[src/rtl/sac_pkg.sv]
// Purpose: shared constants and types of the step attenuator host controller
// Assumes: pclk at 50 MHz; APB slave with 32-bit data, one aligned word per register
// Notes:   timing counts are derived from the printed nanosecond figures
package sac_pkg;

    localparam int PCLK_MHZ = 50;

    // pin timing of the attenuator, in ns or MHz as printed
    localparam int SCLK_MAX_MHZ       = 10;
    localparam int SCLK_MIN_PHASE_NS  = 30;
    localparam int SER_LE_SETUP_NS    = 10;
    localparam int SER_LE_PULSE_NS    = 30;
    localparam int PAR_LE_PULSE_NS    = 10;
    localparam int PAR_DATA_SETUP_NS  = 10;
    localparam int PAR_DATA_HOLD_NS   = 10;

    // least times round up to whole pclk cycles, never below one
    function automatic int ns_to_min_cyc(input int ns);
        int c;
        c = (ns * PCLK_MHZ + 999) / 1000;
        return (c < 1) ? 1 : c;
    endfunction

    localparam int SCLK_PERIOD_NS    = 1000 / SCLK_MAX_MHZ;
    localparam int SCLK_HALF_A       = ns_to_min_cyc(SCLK_MIN_PHASE_NS);
    localparam int SCLK_HALF_B       = (ns_to_min_cyc(SCLK_PERIOD_NS) + 1) / 2;
    localparam int SCLK_HALF_CYC     = (SCLK_HALF_A > SCLK_HALF_B) ? SCLK_HALF_A : SCLK_HALF_B;
    localparam int SER_LE_SETUP_CYC  = ns_to_min_cyc(SER_LE_SETUP_NS);
    localparam int SER_LE_PULSE_CYC  = ns_to_min_cyc(SER_LE_PULSE_NS);
    localparam int PAR_LE_PULSE_CYC  = ns_to_min_cyc(PAR_LE_PULSE_NS);
    localparam int PAR_SETUP_CYC     = ns_to_min_cyc(PAR_DATA_SETUP_NS);
    localparam int PAR_HOLD_CYC      = ns_to_min_cyc(PAR_DATA_HOLD_NS);

    // attenuation code and serial word
    localparam int         CODE_W        = 5;
    localparam int         WORD_W        = 6;
    localparam logic       START_BIT_VAL = 1'b0;
    localparam logic [4:0] CODE_RESET    = 5'h00;

    // register map (byte addresses)
    localparam logic [7:0] REG_CTRL   = 8'h00;
    localparam logic [7:0] REG_CODE   = 8'h04;
    localparam logic [7:0] REG_STATUS = 8'h08;

    // CTRL fields
    localparam int   CTRL_SERIAL_BIT    = 0;
    localparam int   CTRL_DIRECT_BIT    = 1;
    localparam int   CTRL_PRESET_BIT    = 2;
    localparam logic CTRL_SERIAL_RESET  = 1'b0;
    localparam logic CTRL_DIRECT_RESET  = 1'b0;
    localparam logic CTRL_PRESET_RESET  = 1'b0;

    // STATUS fields
    localparam int STAT_BUSY_BIT    = 0;
    localparam int STAT_REFUSED_BIT = 1;
    localparam int STAT_APPLIED_LSB = 8;

    typedef enum logic [2:0] {
        ST_IDLE,
        ST_PAR_SETUP,
        ST_SHIFT,
        ST_LE_SETUP,
        ST_STROBE_HI,
        ST_HOLD
    } sac_state_e;

endpackage

[src/rtl/sac_serial_shifter.sv]
// Purpose: sends one serial word to the attenuator, msb first, on a divided serial clock
// Assumes: HALF_CYC of at least 2, so data moves one cycle after a fall and settles before a rise
// Notes:   the serial clock idles low; done pulses in the same cycle as the last falling edge
`timescale 1ns/1ps
module sac_serial_shifter
    import sac_pkg::*;
#(
    parameter int WORD_BITS = WORD_W,
    parameter int HALF_CYC  = SCLK_HALF_CYC
) (
    input  wire logic                 pclk,
    input  wire logic                 presetn,
    input  wire logic                 start,
    input  wire logic [WORD_BITS-1:0] word,
    output logic                      busy,
    output logic                      done,
    output logic                      ser_clk,
    output logic                      ser_data
);

    localparam logic [3:0] HALF_M1 = 4'(HALF_CYC - 1);
    localparam logic [3:0] BITS    = 4'(WORD_BITS);

    typedef struct packed {
        logic                 busy;
        logic                 done;
        logic                 sclk;
        logic                 sdata;
        logic                 pend;
        logic [3:0]           cnt;
        logic [3:0]           left;
        logic [WORD_BITS-1:0] sr;
    } sac_shift_s;

    sac_shift_s s_q;
    sac_shift_s s_d;

    always_comb begin
        s_d      = s_q;
        s_d.done = 1'b0;
        if (!s_q.busy) begin
            if (start) begin
                s_d.busy  = 1'b1;
                s_d.sdata = word[WORD_BITS-1];
                s_d.sr    = {word[WORD_BITS-2:0], 1'b0};
                s_d.left  = BITS;
                s_d.cnt   = 4'h0;
                s_d.sclk  = 1'b0;
                s_d.pend  = 1'b0;
            end
        end else if (!s_q.sclk) begin
            // next bit moves one cycle after the fall, keeping hold time after the edge
            if (s_q.pend) begin
                s_d.sdata = s_q.sr[WORD_BITS-1];
                s_d.sr    = {s_q.sr[WORD_BITS-2:0], 1'b0};
                s_d.pend  = 1'b0;
            end
            if (s_q.cnt == HALF_M1) begin
                s_d.sclk = 1'b1;
                s_d.cnt  = 4'h0;
            end else begin
                s_d.cnt = s_q.cnt + 4'h1;
            end
        end else begin
            if (s_q.cnt == HALF_M1) begin
                s_d.sclk = 1'b0;
                s_d.cnt  = 4'h0;
                s_d.left = s_q.left - 4'h1;
                if (s_q.left == 4'h1) begin
                    s_d.busy = 1'b0;
                    s_d.done = 1'b1;
                end else begin
                    s_d.pend = 1'b1;
                end
            end else begin
                s_d.cnt = s_q.cnt + 4'h1;
            end
        end
    end

    always_ff @(posedge pclk or negedge presetn) begin
        if (!presetn) begin
            s_q <= '0;
        end else begin
            s_q <= s_d;
        end
    end

    assign busy     = s_q.busy;
    assign done     = s_q.done;
    assign ser_clk  = s_q.sclk;
    assign ser_data = s_q.sdata;

endmodule

[src/rtl/sac_host.sv]
// Purpose: host controller that programs a 5-bit step attenuator through its pins
// Assumes: APB master on pclk; zero-wait slave; attenuator pins are plain outputs
// Notes:   the serial clock is made here by division, so there is no second clock domain
//
// The address map and the APB slave port are this design's own decisions.
`timescale 1ns/1ps

// Behaviour
// - latched parallel: strobe low while lines change, then pulse high and low.
// - shift the whole word with strobe low, then pulse strobe high and low.
// - the leading start bit is always sent as zero.
// - word goes msb first: start bit, 8, 4, 2, 1, 0.5 dB weights.
// - serial clock at most 10 MHz, each phase at least 30 ns.
// - wait at least 10 ns after the last falling clock before raising strobe.
module sac_host
    import sac_pkg::*;
#(
    parameter int ADDR_W = 8
) (
    input  wire logic              pclk,
    input  wire logic              presetn,
    input  wire logic              psel,
    input  wire logic              penable,
    input  wire logic              pwrite,
    input  wire logic [ADDR_W-1:0] paddr,
    input  wire logic [31:0]       pwdata,
    output logic [31:0]            prdata,
    output logic                   pready,
    output logic                   pslverr,
    output logic                   interface_select,
    output logic                   load_strobe,
    output logic                   powerup_preset_select,
    output logic                   weight_8db_bit,
    output logic                   weight_4db_bit,
    output logic                   weight_2db_bit,
    output logic                   weight_1db_bit,
    output logic                   weight_half_db_bit,
    output logic                   ser_clk,
    output logic                   ser_data
);

    localparam logic [2:0] SER_LE_SETUP_M1 = 3'(SER_LE_SETUP_CYC - 1);
    localparam logic [2:0] SER_LE_PULSE_M1 = 3'(SER_LE_PULSE_CYC - 1);
    localparam logic [2:0] PAR_LE_PULSE_M1 = 3'(PAR_LE_PULSE_CYC - 1);
    localparam logic [2:0] PAR_SETUP_M1    = 3'(PAR_SETUP_CYC - 1);
    localparam logic [2:0] PAR_HOLD_M1     = 3'(PAR_HOLD_CYC - 1);

    typedef struct packed {
        sac_state_e        st;
        logic [2:0]        cnt;
        logic              serial_mode;
        logic              direct_mode;
        logic              preset_sel;
        logic [CODE_W-1:0] code;
        logic [CODE_W-1:0] applied;
        logic [CODE_W-1:0] pin_code;
        logic              strobe;
        logic              start;
        logic              refused;
        logic [31:0]       rdata;
    } sac_host_s;

    sac_host_s s_q;
    sac_host_s s_d;

    logic              sh_busy;
    logic              sh_done;
    logic [WORD_W-1:0] ser_word;

    function automatic logic reg_hit(input logic [ADDR_W-1:0] a, input logic [7:0] off);
        return a == ADDR_W'(off);
    endfunction

    function automatic logic addr_mapped(input logic [ADDR_W-1:0] a);
        return reg_hit(a, REG_CTRL) || reg_hit(a, REG_CODE) || reg_hit(a, REG_STATUS);
    endfunction

    // the start bit is forced low; a one there would leave the part undefined
    assign ser_word = {START_BIT_VAL, s_q.code};

    logic apb_access;
    logic apb_setup;
    logic idle;
    logic wr_ctrl;
    logic wr_code;
    logic wr_stat;
    logic busy_write;

    always_comb begin
        apb_access = psel && penable;
        apb_setup  = psel && !penable;
        idle       = (s_q.st == ST_IDLE);
        wr_ctrl    = apb_access && pwrite && reg_hit(paddr, REG_CTRL);
        wr_code    = apb_access && pwrite && reg_hit(paddr, REG_CODE);
        wr_stat    = apb_access && pwrite && reg_hit(paddr, REG_STATUS);
        // a mode or code change mid-sequence would corrupt the pin timing, so it is refused
        busy_write = (wr_ctrl || wr_code) && !idle;
    end

    always_comb begin
        s_d       = s_q;
        s_d.start = 1'b0;

        if (apb_setup) begin
            s_d.rdata = 32'h0000_0000;
            if (reg_hit(paddr, REG_CTRL)) begin
                s_d.rdata[CTRL_SERIAL_BIT] = s_q.serial_mode;
                s_d.rdata[CTRL_DIRECT_BIT] = s_q.direct_mode;
                s_d.rdata[CTRL_PRESET_BIT] = s_q.preset_sel;
            end else if (reg_hit(paddr, REG_CODE)) begin
                s_d.rdata[CODE_W-1:0] = s_q.code;
            end else if (reg_hit(paddr, REG_STATUS)) begin
                s_d.rdata[STAT_BUSY_BIT]                              = !idle;
                s_d.rdata[STAT_REFUSED_BIT]                           = s_q.refused;
                s_d.rdata[STAT_APPLIED_LSB +: CODE_W]                 = s_q.applied;
            end
        end

        // write-one-to-clear; a fresh refusal in the same cycle wins
        if (wr_stat && pwdata[STAT_REFUSED_BIT]) begin
            s_d.refused = 1'b0;
        end
        if (busy_write) begin
            s_d.refused = 1'b1;
        end

        if (wr_ctrl && idle) begin
            s_d.serial_mode = pwdata[CTRL_SERIAL_BIT];
            s_d.direct_mode = pwdata[CTRL_DIRECT_BIT];
            s_d.preset_sel  = pwdata[CTRL_PRESET_BIT];
        end

        case (s_q.st)
            ST_IDLE: begin
                if (!s_q.serial_mode && s_q.direct_mode) begin
                    // direct mode: strobe stays high and the lines follow the code
                    s_d.strobe   = 1'b1;
                    s_d.pin_code = s_q.code;
                    s_d.applied  = s_q.code;
                end else begin
                    s_d.strobe = 1'b0;
                end
                if (wr_code) begin
                    s_d.code = pwdata[CODE_W-1:0];
                    if (s_q.serial_mode) begin
                        s_d.start = 1'b1;
                        s_d.st    = ST_SHIFT;
                    end else if (!s_q.direct_mode) begin
                        // lines change with the strobe low, setup counted before the rise
                        s_d.pin_code = pwdata[CODE_W-1:0];
                        s_d.cnt      = PAR_SETUP_M1;
                        s_d.st       = ST_PAR_SETUP;
                    end
                end
            end
            ST_PAR_SETUP: begin
                if (s_q.cnt == 3'h0) begin
                    s_d.strobe = 1'b1;
                    s_d.cnt    = PAR_LE_PULSE_M1;
                    s_d.st     = ST_STROBE_HI;
                end else begin
                    s_d.cnt = s_q.cnt - 3'h1;
                end
            end
            ST_SHIFT: begin
                // strobe stays low so the attenuator never sees a partial word
                if (sh_done) begin
                    s_d.cnt = SER_LE_SETUP_M1;
                    s_d.st  = ST_LE_SETUP;
                end
            end
            ST_LE_SETUP: begin
                if (s_q.cnt == 3'h0) begin
                    s_d.strobe = 1'b1;
                    s_d.cnt    = SER_LE_PULSE_M1;
                    s_d.st     = ST_STROBE_HI;
                end else begin
                    s_d.cnt = s_q.cnt - 3'h1;
                end
            end
            ST_STROBE_HI: begin
                if (s_q.cnt == 3'h0) begin
                    s_d.strobe = 1'b0;
                    s_d.cnt    = PAR_HOLD_M1;
                    s_d.st     = ST_HOLD;
                end else begin
                    s_d.cnt = s_q.cnt - 3'h1;
                end
            end
            ST_HOLD: begin
                // parallel lines are held past the strobe fall; serial mode mirrors them too
                if (s_q.cnt == 3'h0) begin
                    s_d.pin_code = s_q.code;
                    s_d.applied  = s_q.code;
                    s_d.st       = ST_IDLE;
                end else begin
                    s_d.cnt = s_q.cnt - 3'h1;
                end
            end
            default: begin
                s_d.st     = ST_IDLE;
                s_d.strobe = 1'b0;
            end
        endcase
    end

    // reset pins set up the power-up preset: parallel, strobe low, select low, lines zero
    always_ff @(posedge pclk or negedge presetn) begin
        if (!presetn) begin
            s_q             <= '0;
            s_q.st          <= ST_IDLE;
            s_q.serial_mode <= CTRL_SERIAL_RESET;
            s_q.direct_mode <= CTRL_DIRECT_RESET;
            s_q.preset_sel  <= CTRL_PRESET_RESET;
            s_q.code        <= CODE_RESET;
            s_q.applied     <= CODE_RESET;
            s_q.pin_code    <= CODE_RESET;
        end else begin
            s_q <= s_d;
        end
    end

    sac_serial_shifter #(
        .WORD_BITS (WORD_W),
        .HALF_CYC  (SCLK_HALF_CYC)
    ) u_shift (
        .pclk     (pclk),
        .presetn  (presetn),
        .start    (s_q.start),
        .word     (ser_word),
        .busy     (sh_busy),
        .done     (sh_done),
        .ser_clk  (ser_clk),
        .ser_data (ser_data)
    );

    logic unused_busy;
    assign unused_busy = sh_busy;

    assign prdata  = s_q.rdata;
    assign pready  = 1'b1;
    assign pslverr = apb_access && (!addr_mapped(paddr) || busy_write);

    assign interface_select      = s_q.serial_mode;
    assign load_strobe           = s_q.strobe;
    assign powerup_preset_select = s_q.preset_sel;
    assign weight_8db_bit        = s_q.pin_code[4];
    assign weight_4db_bit        = s_q.pin_code[3];
    assign weight_2db_bit        = s_q.pin_code[2];
    assign weight_1db_bit        = s_q.pin_code[1];
    assign weight_half_db_bit    = s_q.pin_code[0];

endmodule

[config.mk]
export PLATFORM = sky130hd
export DESIGN_NAME = sac_host
export DESIGN_NICKNAME = d
export VERILOG_FILES = /design/src/rtl/sac_pkg.sv /design/src/rtl/sac_serial_shifter.sv /design/src/rtl/sac_host.sv
export SDC_FILE = /design/constraint.sdc
export NUM_CORES = 1
export LEC_CHECK = 0
export BUFFER_PORTS_ARGS = -buffer_cell sky130_fd_sc_hd__buf_2
export CAP_MARGIN = 40
export CORE_UTILIZATION = 45
export CTS_CLUSTER_SIZE = 25
export DETAILED_ROUTE_END_ITERATION = 16
export MAX_ROUTING_LAYER = met4
export PLACE_DENSITY = 0.77
export SETUP_SLACK_MARGIN = 0.1
export SLEW_MARGIN = 15
export SYNTH_ARGS = -nofsm -noshare
export SYNTH_HDL_FRONTEND = slang
export SYNTH_SLANG_ARGS = --single-unit
[constraint.sdc]
create_clock -name pclk -period 2.4 [get_ports pclk]
set_clock_uncertainty 0.05 [all_clocks]
set_input_delay 0.12 -clock pclk [delete_from_list [all_inputs] [get_ports pclk]]
set_output_delay 0.12 -clock pclk [all_outputs]
set_load 0.005 [all_outputs]
# After elaboration in Yosys (flattened, before gate mapping)
# Cells that the tools add are included.
dict set report word_totals {
  out_inout_bits 44
  wordCells 143
  in_bits 45
  ff_bits 56
}
dict set report classes {
  bitwise 1
  muxes 56
  n_reduce_logical 38
  addsub 3
  eq_ne 25
}
# operator count
set op_table {}
lappend op_table {{5-bit 2-to-1 mux} 7}
lappend op_table {{17-bit 2-to-1 mux} 2}
lappend op_table {{3-bit 2-to-1 mux} 11}
lappend op_table {{6-bit 2-to-1 mux} 5}
lappend op_table {{3-bit case mux with 5 select lines} 2}
lappend op_table {{10-bit 2-to-1 mux} 2}
lappend op_table {{10-bit case mux with 2 select lines} 1}
lappend op_table {{2-bit inequality test (second input constant)} 9}
lappend op_table {{1-bit 2-to-1 mux} 16}
lappend op_table {{3-bit AND reduction} 5}
lappend op_table {{2-bit 2-to-1 mux} 6}
lappend op_table {{4-bit 2-to-1 mux} 3}
lappend op_table {{6-bit AND reduction} 2}
lappend op_table {{1-bit logical AND} 11}
lappend op_table {{3-bit inequality test (second input constant)} 3}
lappend op_table {{8-bit by 3-bit == test with 1-bit output (second input constant)} 1}
lappend op_table {{8-bit by 4-bit == test with 1-bit output (second input constant)} 1}
lappend op_table {{8-bit logical NOT} 1}
lappend op_table {{2-bit by 1-bit inequality test with 1-bit output (second input constant)} 4}
lappend op_table {{3-bit by 2-bit == test with 1-bit output (second input constant)} 2}
lappend op_table {{3-bit == test (second input constant)} 2}
lappend op_table {{3-bit logical NOT} 2}
lappend op_table {{2-bit nonzero test} 3}
lappend op_table {{2-bit OR reduction} 3}
lappend op_table {{12 further kinds} 19}

# Logic depth before layout (Yosys ltp)
# Gate-level depths: netlist of the first run.
dict set report logic_depth {
  depth_word 7
  depth_mapped 9
  ltp_nobuf 9
}

# By module
# A second synthesis of the first run with hierarchy kept.
dict set report hier_totals {
  hier_cells 343
  hier_area_um2 3403.3
}
# mod instances area_per_inst_um2 seq_area_each_um2 cells_each
set by_module_without_submodules {}
lappend by_module_without_submodules {sac_host 1 2374.8 925.9 255}
lappend by_module_without_submodules {sac_serial_shifter 1 1028.5 450.4 88}

# Worst setup path after synthesis of the first run
# OpenSTA, ideal clock, no wires.
dict set report synth_path {
  kind {flip-flop to flip-flop}
  startpoint {register s_q[58] in the netlist's numbering}
  endpoint {register s_q[46] in the netlist's numbering}
  n_path_buf 1
  slack_ns 0.674
  path_stages_with_launch 5
  t_required_ns 2.225
  period_less_slack_ns 1.726
  setup_time_ns 0.125
  arrival_ns 1.551
  cell_sequence {dfrtp_1 or3_1 buf_6 nor3_4 mux2_2}
}
dict set report synth_via {
  elab_chain_len 2
}
# element line
set synth_rtl {}
lappend synth_rtl {{from (decl)} sac_host.sv:63} ;# sac_host_s s_q;
lappend synth_rtl {{3-bit logical NOT} sac_host.sv:133} ;# case (s_q.st)
lappend synth_rtl {{2-bit AND reduction (no source line)} --}
# No other way between the ends.
# A chain may end at the register's enable or synchronous reset.

# Worst setup path in the final report of the first run
dict set report layout_path {
  startpoint {register s_q[56] in the netlist's numbering}
  endpoint {output pslverr}
}
dict set report layout_via {
  elab_chain_len 5
}
# element line
set layout_rtl {}
lappend layout_rtl {{3-bit logical NOT} sac_host.sv:92} ;# idle = (s_q.st == ST_IDLE);
lappend layout_rtl {{1-bit logical NOT} sac_host.sv:97} ;# busy_write = (wr_ctrl || wr_code) && !idle;
lappend layout_rtl {{1-bit logical AND} sac_host.sv:97}
lappend layout_rtl {{1-bit logical OR} sac_host.sv:242} ;# assign pslverr = apb_access && (!addr_mapped(paddr) || busy_write);
lappend layout_rtl {{1-bit logical AND} sac_host.sv:242}
lappend layout_rtl {{to (decl)} sac_host.sv:29} ;# output logic pslverr,
# No other way between the ends.

==> results.tsv, run 1 <==
stage	metric	value	unit
outcome	status	complete, but fails checks	
outcome	violations	design-rule violations	
sta	setup_viol	0	
die	die_h	84.9	microns
pwr	power_frac_seq	0.440	
setup_path	worstReg2RegStart	s_q[56]	
yosys	synth_top_area_cell	dfrtp_1	
routing	vias_per_cell	5.30	
place	dp_hpwl	4470	microns
global_route	grt_pass1_vias	2239	
global_route	grt_pass1_wl	10200	microns
clocking	path_clk_slew	0.10	ns
sta	rsz0062_at_grt	no	
pwr	power.density	714	mW/mm^2
clocking	clk-insertion-delay-late	0.31	ns
final_layout	fillers	607	
place	dp_slack	0.410	ns
pwr	intPower	1610	uW
yosys	ys_ff_latch	55	
clocking	cts.repair.resized	0	
yosys	synth-async-reset-ratio	1.00	
yosys	yosys_most_used_dff	dfrtp_1	
sta	worst_pin_slew	0.549	ns
setup_path	critPathCaptureType	output port	
routing	postRouteAntennaNets	0	
worst_hold_path	min-delay-start	pwdata[3]	
clocking	cts-root-buf	clkbuf_8	
yosys	synth.most_common_cell	dfrtp_1	
die	core	0.00649	sq mm
die	io_pins	89	
routing	firstDrtPassIters	10	
global_route	grt_max_degree	44	
setup_path	reg2reg_slack	0.41	ns
sta	hold_viol	0	
final_layout	final_layout_size_suffix_gt1_frac	0.203	
sta	max_slew_margin	0.634	
pwr	p_leak	0.00168	uW
pwr	vdd.ir_drop.worst	571	uV
yosys	syn_area	0.00310	sq mm
setup_path	cp.required	2.23	ns
yosys	synth-edff-count	0	
place	gp_congestion	0.817	
pwr	finalPower	2390	uW
final_layout	syn_to_final_growth	8.00	%
pwr	switching_share	0.325	
clocking	ctsLongestPathBuffers	2	
die	dieArea	0.00721	sq mm
die	row_count	29	
place	port_buffers	38	
die	die_x	84.9	microns
yosys	synth_cell_types	46	
final_layout	final_nets	405	
sta	fin_crit_sh	0.834	
routing	totalWireLength	5950	microns
pwr	p_switching	776	uW
global_route	grt_usage	0.183	
setup_path	critPathMaxFanout	10	
setup_path	cp.arrival	1.83	ns
yosys	synth_cells	323	
pwr	pwr-share-clk	0.274	
sta	setup_tns	0	ns
setup_path	cp-start-kind	register	
yosys	syn_area_per_cell	9.58	sq um
die	start_util	0.477	
clocking	cts_tree	done	
sta	period_minus_slack	2.00	ns
sta	fmax	500	MHz
routing	drc	1	
final_layout	fin_util	0.515	
yosys	ys_top_cells_by_area	dfrtp_1 44%, buf_4 8.2%, nand2_1 5.7%	
yosys	ys_top_cells_by_count	55 x dfrtp_1, 47 x nand2_1, 34 x buf_4	
clocking	clock_sink_count	55	
flow_run	maxCapViolCount	0	
worst_hold_path	hold_class	in2reg	
clocking	htreeDepth	2	
clocking	cts_buffers	5	
global_route	antenna_found_initial	0	
pwr	p_comb_frac	0.286	
yosys	yosysSeqAreaShare	0.445	
routing	num_vias	2285	
global_route	gr-total-overflow	0	
yosys	synth_top_cell_area_share	0.445	
sta	drv_slew	0	
sta	setup_slack	0.398	ns
setup_path	worstSetupStartpoint	s_q[56]	
routing	drt_iter0_drc	111	
setup_path	critPathKind	reg2out	
yosys	yosysWarningCount	0	
final_layout	n_antenna_cell	0	
routing	drt-wirelength-per-cell	13.8	microns
[per-stage QoR]
stage	cells	hold WS, ns	instance area, sq um
after floorplan	344	-0.226	3170
after global placement	421	-0.0347	3200
after detailed placement	421	-0.0316	3200
after CTS	431	0.000546	3340
after global routing	431	0.0000478	3340
final	431	0.00321	3340
[logic make-up (layout without fill, tap and decap cells)]
| kind of cell | Yosys count | after routing | synth area share |
|---|---|---|---|
| AO/OA/AOI/OAI | 58 | 58 | 0.124 |
| XOR/XNOR | 2 | 2 | 0.00566 |
| adder cells (fa/ha/maj) | 7 | 7 | 0.0283 |
| buffers and inverters | 56 | 66 | 0.113 |
| flip-flops | 55 | 55 | 0.445 |
| multiplexers | 29 | 29 | 0.0998 |
| other | 2 | 23 | 0.00243 |
| AND/OR/NAND/NOR | 114 | 114 | 0.182 |
[final cells by class]
| cell class | count | area (sq um) | area share |
|---|---|---|---|
| Clock buffer | 6 | 82.6 | 0.0247 |
| Tap cell | 77 | 96.3 | 0.0288 |
| Clock inverter | 2 | 38.8 | 0.0116 |
| Timing Repair Buffer | 46 | 255 | 0.0763 |
| Multi-Input combinational cell | 233 | 1450 | 0.433 |
| Inverter | 12 | 45.0 | 0.0135 |
| Sequential cell | 55 | 1380 | 0.412 |
[power by group through the flow]
stage	Sequential, uW	Combinational (uW)	Clock (uW)
2_1_floorplan	1060	525	0
3_3_place_gp	1060	655	0
3_5_place_dp	1070	680	0
4_1_cts	1050	688	671
5_1_grt	1060	758	700
6_report	1050	682	655
[sequential cells by signal, summed over array words and instances, names as in the netlist]
register and flops:
u_shift.busy 1, prdata 10, weight_half_db_bit 1, u_shift.s_q 14
weight_8db_bit 1, u_shift.ser_data 1, u_shift.done 1, u_shift.ser_clk 1
s_q 19, weight_1db_bit 1, weight_2db_bit 1, interface_select 1
powerup_preset_select 1, weight_4db_bit 1, load_strobe 1
[what timing repair did]
item                      CTS  global route
hold buffers                2             0
buffers inserted            0             0
hold endpoints to repair   13             0
[placed cells by master, fill, tap and decap left out, types with 7 or more instances in the layout]
| cell | Yosys | final |
|---|---|---|
| a21oi_1 | 11 | 11 |
| nand2b_1 | 7 | 7 |
| ha_1 | 7 | 7 |
| buf_2 | 3 | 38 |
| inv_1 | 12 | 12 |
| dfrtp_1 | 55 | 55 |
| nor2_1 | 21 | 21 |
| mux2_2 | 15 | 15 |
| o21ai_0 | 18 | 18 |
| conb_1 | 2 | 23 |
| nand3_1 | 12 | 12 |
| mux2i_1 | 14 | 14 |
| nand2_1 | 47 | 47 |
[layer usage]
| metal | vias up | share of wire | routed length (microns) | track usage |
|---|---|---|---|---|
| li1 | 1116 | - | - | - |
| met1 | 1108 | 0.47 | 2810 | 0.239 |
| met2 | 51 | 0.48 | 2850 | 0.290 |
| met3 | 10 | 0.038 | 227 | 0.0340 |
| met4 | 0 | 0.012 | 72 | 0.0555 |
| met5 | - | 0 | 0 | - |
[path summary, 6_finish.rpt]
kind                                       to  cells past startpoint
setup / recovery                      pslverr                      5
hold / removal                        s_q[48]                      2
setup reg to reg                      s_q[48]                      3
hold reg to reg                    prdata[10]                      2
max in group asynchronous  weight_half_db_bit                      3
min in group asynchronous     u_shift.s_q[10]                      2
[worst max-delay path, cell delays in order (launching register included)]
cell and delay [ns]:
dfrtp_1 0.39, or3_1 0.59, nand2_1 0.16, mux2i_1 0.07, and3_1 0.19, buf_2 0.12
(Power assumes the default switching activity.)
==> run 2, diff against run 1 <==
--- a/config.mk
+++ b/config.mk
@@ -5,13 +5,14 @@
 export SDC_FILE = /design/constraint.sdc
 export NUM_CORES = 1
 export LEC_CHECK = 0
+export ABC_AREA = 1
 export BUFFER_PORTS_ARGS = -buffer_cell sky130_fd_sc_hd__buf_2
 export CAP_MARGIN = 40
 export CORE_UTILIZATION = 45
 export CTS_CLUSTER_SIZE = 25
 export DETAILED_ROUTE_END_ITERATION = 16
 export MAX_ROUTING_LAYER = met4
-export PLACE_DENSITY = 0.77
+export PLACE_DENSITY = 0.79
 export SETUP_SLACK_MARGIN = 0.1
 export SLEW_MARGIN = 15
 export SYNTH_ARGS = -nofsm -noshare
==> constraint.sdc (replaced) <==
create_clock -name pclk -period 1.8 [get_ports pclk]
set_clock_uncertainty 0.05 [all_clocks]
set_input_delay 0.09 -clock pclk [delete_from_list [all_inputs] [get_ports pclk]]
set_output_delay 0.09 -clock pclk [all_outputs]
set_load 0.005 [all_outputs]
==> results.tsv, run 2 <==
stage	metric	value	unit
setup_path	worstPathCellList	inv_4 -> nand2_8 -> o211ai_1 -> a21oi_1 -> buf_2	
yosys	synth_cell_types	37	
setup_path	path_buf_inv	2	
place	dp_hpwl	4710	microns
setup_path	critPathKind	reg2out	
place	gp_congestion	0.866	
yosys	synth_top_cell_area_share	0.428	
worst_hold_path	holdPathStages	3	
die	die_x	86.6	microns
final_layout	regArea	0.00138	sq mm
sta	fin_crit_sh	0.913	
yosys	synth-async-reset-ratio	1.00	
sta	rsz0062_at_grt	yes	
setup_path	cp.required	1.66	ns
routing	drc	0	
global_route	grt_pass1_vias	2407	
final_layout	regMostFlops	s_q	
routing	drt-wirelength-per-cell	12.0	microns
clocking	path_clk_slew	0.10	ns
global_route	grt_usage	0.190	
final_layout	multi_input_area	0.00143	sq mm
setup_path	cp-start-kind	register	
routing	num_vias	2628	
setup_path	cp.arrival	1.50	ns
sta	setup_viol	0	
setup_path	worstReg2RegStart	s_q[53]	
final_layout	final_common_cell	nand2_1	
die	start_util	0.469	
worst_hold_path	hold_class	in2reg	
pwr	vdd.ir_drop.worst	477	uV
pwr	power_frac_seq	0.419	
yosys	yosysSeqAreaShare	0.428	
worst_hold_path	whs_endpoint	s_q[49]	
routing	postRouteAntennaNets	0	
routing	drt_iter0_drc	194	
pwr	power.density	1030	mW/mm^2
pwr	p_leak	0.00178	uW
sta	drv_slew	0	
die	die_h	86.6	microns
yosys	synth_top_area_cell	dfrtp_1	
setup_path	ff2ff_path_depth	10	
setup_path	critPathTopFamily	flip-flops	
yosys	syn_area	0.00322	sq mm
setup_path	reg2reg_slack	0.20	ns
pwr	p_comb_frac	0.381	
global_route	gr-total-overflow	0	
final_layout	layout_common_cells	81 x nand2_1, 55 x dfrtp_1, 53 x inv_1, 38 x buf_2, 31 x nor2_1	
yosys	ys_top_cells_by_area	dfrtp_1 43%, nand2_1 9.6%, buf_4 8.2%	
global_route	grt_max_degree	56	
pwr	intPower	2240	uW
yosys	yosysWarningCount	0	
pwr	p_switching	1390	uW
sta	hold_viol	0	
place	place_area	0.00337	sq mm
clocking	clk-insertion-delay-late	0.31	ns
routing	totalWireLength	6440	microns
final_layout	fin_util	0.512	
pwr	switching_share	0.384	
setup_path	cpMaxStageDelayCell	dfrtp_1	
clocking	cts_tree	done	
final_layout	syn_to_final_growth	9.33	%
final_layout	n_antenna_cell	0	
yosys	yosys_most_used_dff	dfrtp_1	
die	row_count	30	
global_route	grt_pass1_wl	10900	microns
worst_hold_path	min-delay-start	pwdata[4]	
global_route	antenna_found_initial	0	
clocking	cts-root-buf	clkbuf_8	
final_layout	final_layout_size_suffix_gt1_frac	0.175	
yosys	synth-edff-count	0	
yosys	ys_top_cells_by_count	82 x nand2_1, 55 x dfrtp_1, 53 x inv_1	
die	core	0.00687	sq mm
final_layout	largest_register_ffs	19	
die	dieArea	0.00750	sq mm
routing	firstDrtPassIters	4	
routing	vias_per_cell	4.91	
final_layout	finalInstanceArea	0.00352	sq mm
yosys	ys_ff_latch	55	
sta	period_minus_slack	1.64	ns
pwr	pwr-share-clk	0.200	
yosys	synth.most_common_cell	nand2_1	
die	io_pins	89	
clocking	htreeDepth	2	
place	port_buffers	38	
clocking	ctsLongestPathBuffers	2	
final_layout	fillers	660	
flow_run	maxCapViolCount	0	
yosys	synth_cells	401	
final_layout	final_nets	490	
clocking	cts_buffers	5	
setup_path	reg2reg_to	load_strobe	
setup_path	critPathMaxFanout	9	
setup_path	critical_path.max_stage_delay	0.54	ns
setup_path	critPathCaptureType	output port	
yosys	syn_area_per_cell	8.03	sq um
sta	setup_tns	0	ns
sta	fmax	608	MHz
outcome	status	finished clean	
clocking	clock_sink_count	55	
[run 2: cell count changes after synthesis, moves of 6 or more]
cell,change
inv_1,+41
nand2_1,+35
mux2_2,-15
nand3_1,+15
mux2i_1,-14
nor2_1,+11
o21ai_1,+9
nand2b_1,-7
a31oi_1,+6
nor2b_1,-6
o221ai_1,-6
[run 2: metal layers]
| metal | track usage | share of wire | up-vias |
|---|---|---|---|
| met4 | 0.0545 | 0.014 | 0 |
| li1 | - | - | 1318 |
| met2 | 0.293 | 0.46 | 72 |
| met3 | 0.0295 | 0.040 | 10 |
| met1 | 0.260 | 0.49 | 1228 |
| met5 | - | 0 | - |
[run 2: final cells by class]
| cell class | count | share of cell area |
|---|---|---|
| sequential | 55 | 0.391 |
| clock inverter | 2 | 0.00462 |
| tap | 96 | 0.0341 |
| inverter | 57 | 0.0629 |
| timing repair buffer | 47 | 0.0782 |
| multi-input combinational | 272 | 0.406 |
| clock buffer | 6 | 0.0235 |
[run 2: through the flow]
stage          setup slack [ns]  std cells  hold WS [ns]  total power, uW
6_report                  0.156        535       0.00599             3630
3_3_place_gp              0.215        522        0.0556             2820
3_5_place_dp              0.136        522        0.0669             2870
2_1_floorplan             0.322        422        -0.256             2580
5_1_grt                  0.0367        535       0.00399             3910
4_1_cts                   0.105        532       0.00277             3600
[run 2: kinds of logic after synthesis]
logic type      count (synthesis)  share of synthesized area
compound gates                 73                      0.136
xor+xnor                        3                    0.00816
fa+ha+maj                       7                     0.0272
buf+inv                        95                      0.155
flops                          55                      0.428
other cells                     2                    0.00233
simple gates                  166                      0.244
[run 2: timing repair]
item / CTS / global route
buffers inserted: 0 / 3
resized for setup: 0 / 2
endpoints found under the setup margin: 0 / 10
hold endpoints to repair: 56 / 0
hold buffers: 2 / 0
[run 2: how the worst max path moves through the flow]
stage	cells after the start	slack, ns	end	from
floorplan	10	0.32	load_strobe	s_q[53]
global placement	10	0.22	load_strobe	s_q[53]
detailed placement	10	0.14	load_strobe	s_q[53]
CTS	5	0.10	pslverr	s_q[56]
global route	5	0.04	pslverr	s_q[57]
finish	5	0.16	pslverr	s_q[57]
[run 2: worst min-delay path: stages]
cell and delay (ns):
buf_2 0.09, inv_1 0.07, o21ai_1 0.07
[run 2: power by group through the flow]
stage                     combinational (uW)  sequential, uW  clock [uW]
after detailed placement                1320            1550           0
after global routing                    1570            1550         792
after CTS                               1330            1520         749
after floorplan                         1060            1530           0
final                                   1380            1520         727
after global placement                  1280            1550           0
==> run 3, diff against run 2 <==
--- a/config.mk
+++ b/config.mk
@@ -8,11 +8,13 @@
 export ABC_AREA = 1
 export BUFFER_PORTS_ARGS = -buffer_cell sky130_fd_sc_hd__buf_2
 export CAP_MARGIN = 40
-export CORE_UTILIZATION = 45
+export CELL_PAD_IN_SITES_DETAIL_PLACEMENT = 0
+export CELL_PAD_IN_SITES_GLOBAL_PLACEMENT = 1
+export CORE_UTILIZATION = 34
 export CTS_CLUSTER_SIZE = 25
 export DETAILED_ROUTE_END_ITERATION = 16
 export MAX_ROUTING_LAYER = met4
-export PLACE_DENSITY = 0.79
+export PLACE_DENSITY = 0.82
 export SETUP_SLACK_MARGIN = 0.1
 export SLEW_MARGIN = 15
 export SYNTH_ARGS = -nofsm -noshare
==> results.tsv, run 3 (same netlist as run 2, synthesis figures left out) <==
stage	metric	value	unit
routing	num_vias	2622	
routing	drt-wirelength-per-cell	12.4	microns
pwr	vdd.ir_drop.worst	432	uV
final_layout	regMostFlops	s_q	
place	place_area	0.00341	sq mm
setup_path	worstPathCellList	inv_1 -> ha_1 -> inv_1 -> nor2_2 -> inv_1 -> nand2_1 -> nand2_1 -> a21oi_2 -> nand3_1 -> o21a_1	
clocking	ctsLongestPathBuffers	2	
final_layout	syn_to_final_growth	10.9	%
setup_path	critPathKind	reg2reg	
worst_hold_path	hold_class	in2reg	
sta	hold_viol	0	
sta	setup_tns	0	ns
final_layout	finalInstanceArea	0.00357	sq mm
sta	setup_viol	0	
clocking	cts-root-buf	clkbuf_8	
clocking	clk-insertion-delay-late	0.30	ns
global_route	grt_pass1_vias	2543	
sta	fmax	619	MHz
sta	rsz0062_at_grt	yes	
outcome	status	finished clean	
routing	drt_iter0_drc	137	
global_route	grt_usage	0.157	
setup_path	cp.required	1.95	ns
place	dp_hpwl	5070	microns
final_layout	largest_register_ffs	19	
die	row_count	35	
die	die_x	99.3	microns
setup_path	critPathCaptureType	register	
place	port_buffers	38	
setup_path	cp.arrival	1.77	ns
sta	period_minus_slack	1.62	ns
final_layout	fillers	965	
clocking	clock_sink_count	55	
sta	drv_slew	0	
clocking	path_clk_slew	0.09	ns
final_layout	final_common_cell	nand2_1	
final_layout	final_layout_size_suffix_gt1_frac	0.179	
final_layout	final_nets	493	
pwr	power.density	1040	mW/mm^2
setup_path	path_common_cell	inv_1	
setup_path	critPathMaxFanout	4	
place	gp_congestion	0.824	
clocking	htreeDepth	2	
die	io_pins	89	
final_layout	n_antenna_cell	0	
global_route	gr-total-overflow	0	
die	die_h	99.3	microns
setup_path	cp-start-kind	register	
routing	firstDrtPassIters	5	
global_route	grt_pass1_wl	11800	microns
routing	vias_per_cell	4.75	
setup_path	critical_path.max_stage_delay	0.40	ns
die	dieArea	0.00986	sq mm
global_route	antenna_found_initial	0	
pwr	p_leak	0.00180	uW
die	core	0.00920	sq mm
clocking	cts_buffers	5	
global_route	grt_max_degree	56	
sta	fin_crit_sh	0.897	
clocking	cts_tree	done	
final_layout	layout_common_cells	81 x nand2_1, 53 x inv_1, 53 x dfrtp_1, 38 x buf_2, 31 x nor2_1	
setup_path	cpMaxStageDelayCell	dfrtp_1	
die	start_util	0.350	
flow_run	maxCapViolCount	0	
routing	postRouteAntennaNets	0	
routing	drc	0	
routing	totalWireLength	6820	microns
## run 3: cell count changes in the layout (fill, tap and decap cells not counted), sizes merged
cell / previous run / this run
buf: 45 / 47
dlygate4sd3: 2 / 3
clkinv: 1 / 0
bufinv: 0 / 1
clkinvlp: 1 / 0
## run 3: report_power, final
part	total (uW)	switching [uW]	internal, uW
clock	798	390	409
sequential	1540	151	1390
combinational	1370	838	530
total	3710	1380	2330
## run 3: per-stage QoR
step                      hold WS [ns]   util  total power, uW  setup WS (ns)  instances
final                           0.0113  0.388             3710          0.185        552
after global routing            0.0181  0.388             4010         0.0647        552
after CTS                      0.00302  0.387             3740          0.120        551
after detailed placement        0.0670  0.371             2890          0.147        540
after global placement          0.0631  0.371             2870          0.196        540
after floorplan                 -0.256      -             2580          0.322        422
## run 3: path summary, 6_finish.rpt
check | startpoint | end | slack (ns) | cells after the start
max in group asynchronous | presetn | s_q[56] | 1.18 | 3
worst max register to register | s_q[53] | load_strobe | 0.18 | 10
worst min-delay path | pwdata[0] | s_q[45] | 0.01 | 3
worst min register to register | prdata[11] | prdata[11] | 0.44 | 2
worst max-delay path | s_q[53] | load_strobe | 0.18 | 10
min in group asynchronous | presetn | powerup_preset_select | 0.25 | 3
## run 3: cell type report
type                       instances  area [sq um]  area share
inverter                          57           221      0.0620
sequential                        55          1380       0.386
tap                              111           139      0.0389
clock inverter                     1          30.0     0.00841
timing repair buffer              50           300      0.0841
clock buffer                       6          72.6      0.0203
multi-input combinational        272          1430       0.400
## run 3: critical path, delay by kind of cell (launching register included)
family / cells / cell delay [ns]
compound gates: 2 / 0.25
fa+ha+maj: 1 / 0.16
buf+inv: 3 / 0.27
flops: 1 / 0.40
simple gates: 4 / 0.38
## run 3: metal layers
layer  track usage  part of all wire  up-vias
met2         0.255              0.48       76
met3        0.0260             0.040        8
met4        0.0520             0.016        0
met5             -                 0        -
li1              -                 -     1321
met1         0.198              0.46     1217
## run 3: what timing repair did
item                                    CTS  global route
pin swaps                                 1             0
resized for setup                         0             4
buffers inserted                          1             1
endpoints found under the setup margin    1             7
hold buffers                              3             0
hold endpoints to repair                 57             0
